[config.mk]
export PLATFORM = sky130hd
export DESIGN_NAME = tcr_regs
export DESIGN_NICKNAME = d
export VERILOG_FILES = /design/src/hdl/tcr_regs.v
export VERILOG_INCLUDE_DIRS = /design/src /design/src/hdl
export SDC_FILE = /design/constraint.sdc
export NUM_CORES = 1
export LEC_CHECK = 0
export BUFFER_PORTS_ARGS = -buffer_cell sky130_fd_sc_hd__buf_4
export CAP_MARGIN = 40
export CORE_MARGIN = 2
export CORE_UTILIZATION = 45
export CTS_CLUSTER_DIAMETER = 200
export DETAILED_ROUTE_END_ITERATION = 16
export PLACE_DENSITY = 0.7
export SYNTH_ARGS = -nofsm -noshare
export SYNTH_HDL_FRONTEND = slang
export SYNTH_SLANG_ARGS = --single-unit
[constraint.sdc]
create_clock -name pclk -period 5.7 [get_ports pclk]
set_clock_uncertainty 0.1 [all_clocks]
set_input_delay 1.14 -clock pclk [delete_from_list [all_inputs] [get_ports pclk]]
set_output_delay 1.14 -clock pclk [all_outputs]
set_load 0.05 [all_outputs]
[src/hdl/tcr_map.vh]
// Register map, field positions and timing constants of the config bank
`ifndef TCR_MAP_VH
`define TCR_MAP_VH

// ==========================================================================
// Register byte offsets
`define TCR_OFF_TXCTL      12'h010
`define TCR_OFF_HWCFG      12'h014
`define TCR_OFF_INTSTS     12'h018
`define TCR_OFF_INTMSK     12'h01C

// ==========================================================================
// Transmit control fields
`define TCR_TX_FLUSH       0
`define TCR_TX_STOP        1
`define TCR_TX_ON          2

// ==========================================================================
// Hardware configuration fields
`define TCR_HW_STALL_DIS   8
`define TCR_HW_OFF_LO      9
`define TCR_HW_OFF_HI      10
`define TCR_HW_LED_BYP     11
`define TCR_HW_EMPTY_NAK   12
`define TCR_HW_PROTECT     15
`define TCR_HW_EMU_EN      16

// ==========================================================================
// Interrupt status fields
`define TCR_INT_TXSTOP     17

// ==========================================================================
// Activity LED timing
`define TCR_LED_SLOW_MS    80
`define TCR_LED_FAST_US    15
`define TCR_CLK_MHZ        100

`define TCR_ZERO32         32'h00000000
`define TCR_ERR_DATA       32'h00000000

`endif

[src/hdl/tcr_regs.v]
// Transmit control and hardware configuration register bank on APB
//
// The APB register port was left to the implementer.
`timescale 1ns/1ns
`include "tcr_map.vh"

module tcr_regs #(
  parameter LED_SLOW_CYC = `TCR_LED_SLOW_MS * 1000 * `TCR_CLK_MHZ,
  parameter LED_FAST_CYC = `TCR_LED_FAST_US * `TCR_CLK_MHZ
) (
  // Clock and resets
  input  wire        pclk,
  input  wire        presetn,
  input  wire        lite_reset,
  // APB slave
  input  wire        psel,
  input  wire        penable,
  input  wire        pwrite,
  input  wire [11:0] paddr,
  input  wire [31:0] pwdata,
  output reg  [31:0] prdata,
  output reg         pready,
  output reg         pslverr,
  // Transmit engine
  input  wire        tx_frame_active,
  input  wire        tx_path_empty,
  output reg         tx_run,
  output reg         tx_fifo_flush,
  // Receive and USB side
  input  wire        eeprom_present,
  input  wire        rx_fifo_empty,
  input  wire        in_token,
  input  wire        sync_lost,
  input  wire        led_activity,
  output reg         in_send_zlp,
  output reg         in_send_nak,
  output reg         use_desc_ram,
  output reg  [1:0]  rx_pad_bytes,
  output reg         bulk_out_stall,
  output reg         led_out,
  // Interrupt
  output reg         irq
);

  // ========================================================================
  // Input synchronisers for pin-level inputs
  // Only the second stage feeds logic, so a metastable first stage settles
  reg [1:0] eep_sync_r;
  reg [1:0] lrst_sync_r;

  always @(posedge pclk or negedge presetn) begin
    if (!presetn) begin
      eep_sync_r <= 2'h0;
    end else begin
      eep_sync_r <= {eep_sync_r[0], eeprom_present};
    end
  end

  always @(posedge pclk or negedge presetn) begin
    if (!presetn) begin
      lrst_sync_r <= 2'h0;
    end else begin
      lrst_sync_r <= {lrst_sync_r[0], lite_reset};
    end
  end

  wire eep_det = eep_sync_r[1];
  wire lrst    = lrst_sync_r[1];

  // ========================================================================
  // APB decode; a write lands only at the edge that completes the transfer
  // Addresses are compared whole; aliases are not decoded
  function hit;
    input [11:0] addr;
    input [11:0] offs;
    begin
      hit = (addr == offs);
    end
  endfunction

  wire        acc     = psel & penable;
  wire        wr      = acc & pready & pwrite;
  wire        wr_tx   = wr & hit(paddr, `TCR_OFF_TXCTL);
  wire        wr_hw   = wr & hit(paddr, `TCR_OFF_HWCFG);
  wire        wr_ist  = wr & hit(paddr, `TCR_OFF_INTSTS);
  wire        wr_imk  = wr & hit(paddr, `TCR_OFF_INTMSK);
  wire        mapped  = hit(paddr, `TCR_OFF_TXCTL) |
                        hit(paddr, `TCR_OFF_HWCFG) |
                        hit(paddr, `TCR_OFF_INTSTS) |
                        hit(paddr, `TCR_OFF_INTMSK);

  // ========================================================================
  // Transmit control state
  reg  tx_on_r;
  reg  tx_stop_r;
  reg  flush_r;
  reg  stop_done_r;
  // Halt means no frame in flight and nothing left in the data path
  wire halted   = ~tx_frame_active & tx_path_empty;
  wire stop_end = tx_stop_r & halted;

  // Clearing on halt wins over a simultaneous software write
  always @(posedge pclk or negedge presetn) begin
    if (!presetn) begin
      tx_on_r <= 1'b0;
    end else if (lrst) begin
      tx_on_r <= 1'b0;
    end else if (stop_end) begin
      tx_on_r <= 1'b0;
    end else if (wr_tx) begin
      tx_on_r <= pwdata[`TCR_TX_ON];
    end
  end

  // Stop request is sticky until the transmitter drains
  always @(posedge pclk or negedge presetn) begin
    if (!presetn) begin
      tx_stop_r <= 1'b0;
    end else if (lrst) begin
      tx_stop_r <= 1'b0;
    end else if (stop_end) begin
      tx_stop_r <= 1'b0;
    end else if (wr_tx & ~tx_stop_r) begin
      tx_stop_r <= pwdata[`TCR_TX_STOP];
    end
  end

  always @(posedge pclk or negedge presetn) begin
    if (!presetn) begin
      flush_r     <= 1'b0;
      stop_done_r <= 1'b0;
    end else if (lrst) begin
      flush_r     <= 1'b0;
      stop_done_r <= 1'b0;
    end else begin
      // Flush is a one-cycle strobe; the bit itself always reads zero
      flush_r     <= wr_tx & pwdata[`TCR_TX_FLUSH];
      stop_done_r <= stop_end;
    end
  end

  // ========================================================================
  // Hardware configuration; protected fields only see power-on reset
  reg       emu_en_r;
  reg       protect_r;
  reg       nak_r;
  reg       led_byp_r;
  reg [1:0] rx_off_r;
  reg       stall_dis_r;

  // Protection shields both itself and the emulation bit
  always @(posedge pclk or negedge presetn) begin
    if (!presetn) begin
      emu_en_r <= 1'b0;
    end else if (lrst & ~protect_r) begin
      emu_en_r <= 1'b0;
    end else if (wr_hw & ~lrst) begin
      emu_en_r <= pwdata[`TCR_HW_EMU_EN];
    end
  end

  always @(posedge pclk or negedge presetn) begin
    if (!presetn) begin
      protect_r <= 1'b0;
    end else if (lrst & ~protect_r) begin
      protect_r <= 1'b0;
    end else if (wr_hw & ~lrst) begin
      protect_r <= pwdata[`TCR_HW_PROTECT];
    end
  end

  // Unprotected fields go back to zero on every reset
  always @(posedge pclk or negedge presetn) begin
    if (!presetn) begin
      nak_r       <= 1'b0;
      stall_dis_r <= 1'b0;
    end else if (lrst) begin
      nak_r       <= 1'b0;
      stall_dis_r <= 1'b0;
    end else if (wr_hw) begin
      nak_r       <= pwdata[`TCR_HW_EMPTY_NAK];
      stall_dis_r <= pwdata[`TCR_HW_STALL_DIS];
    end
  end

  always @(posedge pclk or negedge presetn) begin
    if (!presetn) begin
      led_byp_r <= 1'b0;
      rx_off_r  <= 2'h0;
    end else if (lrst) begin
      led_byp_r <= 1'b0;
      rx_off_r  <= 2'h0;
    end else if (wr_hw) begin
      led_byp_r <= pwdata[`TCR_HW_LED_BYP];
      rx_off_r  <= pwdata[`TCR_HW_OFF_HI:`TCR_HW_OFF_LO];
    end
  end

  // ========================================================================
  // Interrupt status and mask
  reg ist_r;
  reg imk_r;
  always @(posedge pclk or negedge presetn) begin
    if (!presetn) begin
      ist_r <= 1'b0;
    end else if (stop_done_r) begin
      // Set beats a simultaneous write-one-to-clear
      ist_r <= 1'b1;
    end else if (wr_ist & pwdata[`TCR_INT_TXSTOP]) begin
      ist_r <= 1'b0;
    end
  end

  // Mask register only gates the interrupt line
  always @(posedge pclk or negedge presetn) begin
    if (!presetn) begin
      imk_r <= 1'b0;
    end else if (wr_imk) begin
      imk_r <= pwdata[`TCR_INT_TXSTOP];
    end
  end

  // ========================================================================
  // Activity LED blink timer: one on phase then one off phase per burst
  // Bypass only shortens the phases; the pattern stays the same
  localparam [2:0] LED_IDLE = 3'h1;
  localparam [2:0] LED_ON   = 3'h2;
  localparam [2:0] LED_OFF  = 3'h4;

  reg  [2:0]  led_st_r;
  reg  [2:0]  led_st_nxt;
  reg  [31:0] led_cnt_r;
  reg         led_on_r;
  wire [31:0] led_lim  = led_byp_r ? LED_FAST_CYC : LED_SLOW_CYC;
  wire        led_last = (led_cnt_r >= led_lim - 32'h00000001);

  always @* begin
    led_st_nxt = led_st_r;
    case (led_st_r)
      LED_IDLE: begin
        if (led_activity)
          led_st_nxt = LED_ON;
      end
      LED_ON: begin
        if (led_last)
          led_st_nxt = LED_OFF;
      end
      LED_OFF: begin
        if (led_last)
          led_st_nxt = LED_IDLE;
      end
      default: led_st_nxt = LED_IDLE;
    endcase
  end

  always @(posedge pclk or negedge presetn) begin
    if (!presetn) begin
      led_st_r  <= LED_IDLE;
      led_cnt_r <= `TCR_ZERO32;
      led_on_r  <= 1'b0;
    end else begin
      led_st_r <= led_st_nxt;
      led_on_r <= (led_st_nxt == LED_ON);
      // Counter restarts at every phase change
      if (led_st_nxt != led_st_r)
        led_cnt_r <= `TCR_ZERO32;
      else if (led_st_r != LED_IDLE)
        led_cnt_r <= led_cnt_r + 32'h00000001;
    end
  end

  // ========================================================================
  // Register read mux; reserved bits read zero
  reg [31:0] rd_mux;
  always @* begin
    rd_mux = `TCR_ZERO32;
    case (paddr)
      `TCR_OFF_TXCTL: begin
        rd_mux[`TCR_TX_ON]   = tx_on_r;
        rd_mux[`TCR_TX_STOP] = tx_stop_r;
      end
      `TCR_OFF_HWCFG: begin
        rd_mux[`TCR_HW_EMU_EN]    = emu_en_r;
        rd_mux[`TCR_HW_PROTECT]   = protect_r;
        rd_mux[`TCR_HW_EMPTY_NAK] = nak_r;
        rd_mux[`TCR_HW_LED_BYP]   = led_byp_r;
        rd_mux[`TCR_HW_OFF_HI:`TCR_HW_OFF_LO] = rx_off_r;
        rd_mux[`TCR_HW_STALL_DIS] = stall_dis_r;
      end
      `TCR_OFF_INTSTS: rd_mux[`TCR_INT_TXSTOP] = ist_r;
      `TCR_OFF_INTMSK: rd_mux[`TCR_INT_TXSTOP] = imk_r;
      default: rd_mux = `TCR_ERR_DATA;
    endcase
  end

  // ========================================================================
  // APB response: one wait state, answer in the cycle after access begins
  // Unmapped offsets answer with an error and zero data
  always @(posedge pclk or negedge presetn) begin
    if (!presetn) begin
      prdata  <= `TCR_ZERO32;
      pready  <= 1'b0;
      pslverr <= 1'b0;
    end else begin
      pready  <= acc & ~pready;
      pslverr <= acc & ~pready & ~mapped;
      // Read data is frozen one edge early so it stands with pready
      if (psel & ~pwrite & ~pready)
        prdata <= rd_mux;
    end
  end

  // ========================================================================
  // Transmit engine outputs
  always @(posedge pclk or negedge presetn) begin
    if (!presetn) begin
      tx_run        <= 1'b0;
      tx_fifo_flush <= 1'b0;
    end else begin
      tx_run        <= tx_on_r;
      tx_fifo_flush <= flush_r;
    end
  end

  // ========================================================================
  // USB side outputs
  always @(posedge pclk or negedge presetn) begin
    if (!presetn) begin
      in_send_zlp    <= 1'b0;
      in_send_nak    <= 1'b0;
      use_desc_ram   <= 1'b0;
      rx_pad_bytes   <= 2'h0;
      bulk_out_stall <= 1'b0;
    end else begin
      // Token answered only while the FIFO is empty
      in_send_zlp    <= in_token & rx_fifo_empty & ~nak_r;
      in_send_nak    <= in_token & rx_fifo_empty & nak_r;
      // Descriptor source follows the emulation bit only without an EEPROM
      use_desc_ram   <= emu_en_r & ~eep_det;
      rx_pad_bytes   <= rx_off_r;
      bulk_out_stall <= sync_lost & ~stall_dis_r;
    end
  end

  // ========================================================================
  // LED and interrupt outputs
  always @(posedge pclk or negedge presetn) begin
    if (!presetn) begin
      led_out <= 1'b0;
      irq     <= 1'b0;
    end else begin
      led_out <= led_on_r;
      irq     <= ist_r & imk_r;
    end
  end

endmodule

==> out/results.txt <==
status: complete, no violations
Combinational Power Share: 17.0%
first-pass GRT wire length: 12700 µm
crit-path max cell delay: 650 ps
Final #Nets: 476
die width: 96.3 µm
number of gates resized after cts: 0
Rows: 33
reg2reg path depth: 7
EDFF count, synth: 0
Die ar.: 9270 µm²
Syn Inst Count: 354
Final ANT Viol Nets: 0
Synth Register Bits: 75
Post-CTS Setup Bufs: 0
Crit. End Element: flip-flop
CTS Buf Count: 9
die height: 96.3 µm
total wire length: 7650 µm
sequential share of the synthesized area: 49.0%
Util after Layout: 53.8%
Post-Layout Cell Count: 519
DRT Pass-1 Iters: 4
cts hold-fix bufs: 0
Synth Cell Area: 3830 µm²
Int Pwr: 808 µW
Final setup viols: 0
Total Power: 1.17 mW
detailed placer's ending HPWL: 5390 µm
Hold Path Class: flip-flop to flip-flop
final hold viol count: 0
sw frac: 31.1%
Synth Flop Type: dfrtp_1
Core Region: 8220 µm²
total track usage: 18.2%
minimum clock period: 3040 ps
diode count: 0
CTS tree: yes
Req. time, crit path: 5830 ps
Cell Count Post-Placement: 503
Async SR Flop Fraction: 100%
Yosys cell types: 55
worst-path fanout max: 7
Slew @ Worst Pin: 805 ps
io pins: 101
Worst-path clk slew: 80 ps
critical path class: input pin to flip-flop
net switching power figure: 364 µW
GR Overflow Total: 0
DR vias/cell: 5.23
WHS Path Cells: 0
part of the power in the clock network: 34.2%
Slew HR: 46.4%
CP cell instances: buf_4 > nor4_2 > and4_1 > nor3b_2 > and2b_1 > mux2_1
H-tree depth: 3
slowest CP cell: nor3b_2
startpoint type of the worst setup path: input pin
Max Clock Freq: 329 MHz
Placed Instance Area: 4230 µm²
final instance area: 4420 µm²
Starting Density: 46.6%
PD cells: 265 nW/µm²
Worst VDD drop: 0.117 mV
Seq pwr share: 48.7%
P&R area growth vs syn: 15.4%
DRC Markers: 0
worst-skew pair later-pin latency: 350 ps
Placer Congestion: 0.817
final setup TNS: 0 ps
Mean Syn Cell Area: 10.8 µm²
PortBufs: 57
Max Cap Viol: 0
RSZ-0062 raised after global routing: false
WP data arrival: 3170 ps
Max Slew Vio Count: 0
vias in the first global route: 2612
clk sinks: 75
initial antenna violation count: 0
WL per Instance: 14.7 µm
detailed-route via count: 2712
share of layout cells above drive strength 1: 26.6%
root buffer cell: clkbuf_8
Yosys warnings: 0
P_leak: 2.03 nW
Final period util: 53.4%
Longest Clk Path Bufs: 2
largest net degree at the start of global routing: 63
DRT iter0 DRCs: 98
==> cells in the mapped netlist, types with 8 or more instances <==
cell | number | area, µm²
xnor2_1 | 16 | 140
xor2_1 | 14 | 123
buf_4 | 24 | 180
dfrtp_1 | 74 | 1850
mux2i_1 | 8 | 80.1
nand3_1 | 16 | 80.1
nand2_1 | 20 | 75.1
nor4_1 | 15 | 93.8
nor2_1 | 28 | 105
nand4_1 | 10 | 62.6
nor2_2 | 20 | 125
ha_1 | 10 | 125
==> worst max-delay path, delay by kind of cell <==
kind                   cells  cell delay (ps)
buffers and inverters      1              110
multiplexers               1              320
AND/OR/NAND/NOR            4             1600
==> per-stage QoR <==
step	hold slack, ps	setup WS (ps)
global placement	232	2390
detailed placement	239	2300
CTS	258	2670
floorplan	231	2970
finish	254	2660
global route	263	2490
==> layer usage <==
metal	share of wire, %	global-route usage (%)	vias up
met2	48	28.6	54
met3	3.2	3.45	14
met4	2.1	8.69	0
met5	0	0	-
li1	-	-	1318
met1	46	24.0	1326
==> kinds of logic after synthesis <==
group,after synthesis,synth area share (%)
AND/OR/NAND/NOR,154,23.8
XOR/XNOR,30,6.86
adder cells (fa/ha/maj),10,3.27
other,1,0.0979
multiplexers,10,2.68
AO/OA/AOI/OAI,33,6.56
flip-flops,75,49.0
buffers and inverters,41,7.74
==> final cells by class <==
class	count	area, µm²
Tap cell	105	131
Multi-Input combinational cell	259	1740
Clock inverter	4	31.3
Sequential cell	75	1880
Inverter	5	18.8
Timing Repair Buffer	59	463
Fill cell	724	3790
Clock buffer	12	165
==> power by group through the flow <==
stage               logic (mW)  clock network, mW  registers, mW
floorplan                0.157                  0          0.596
detailed placement       0.201                  0          0.582
finish                   0.200              0.401          0.571
global route             0.217              0.441          0.575
CTS                      0.202              0.414          0.571
global placement         0.194                  0          0.581
==> path summary, 6_finish.rpt <==
check	to	from	slack (ps)
max	protect_r	paddr[9]	2660
min	tx_fifo_flush	flush_r	250
max reg2reg	led_cnt_r[10]	led_byp_r	2710
min reg2reg	tx_fifo_flush	flush_r	250
max in group asynchronous	led_st_r[0]	presetn	4350
min in group asynchronous	use_desc_ram	presetn	530
==> layout by cell type (no fill, tap or decap), types with 3 or more instances in the layout <==
cell / instances
inv_1: 5
a22o_1: 7
nor4_1: 15
and4_1: 5
mux2i_1: 8
buf_4: 58
and4_2: 3
and3_1: 6
a21oi_1: 3
xor2_1: 14
nand4_1: 10
ha_1: 10
conb_1: 22
nand2b_1: 4
dfrtp_1: 74
xnor2_1: 16
clkbuf_8: 12
nand3_1: 16
nor2_1: 28
o21ai_0: 5
nor3_1: 7
nand2_1: 20
nor2_2: 20
==> sequential cells by signal (all words and copies together), names as in the netlist, 2 cells and up <==
| signal | count |
|---|---|
| prdata | 10 |
| rx_off_r | 2 |
| led_st_r | 3 |
| rx_pad_bytes | 2 |
| eep_sync_r | 2 |
| led_cnt_r | 32 |
| lrst_sync_r | 2 |
(Power assumes the default switching activity.)
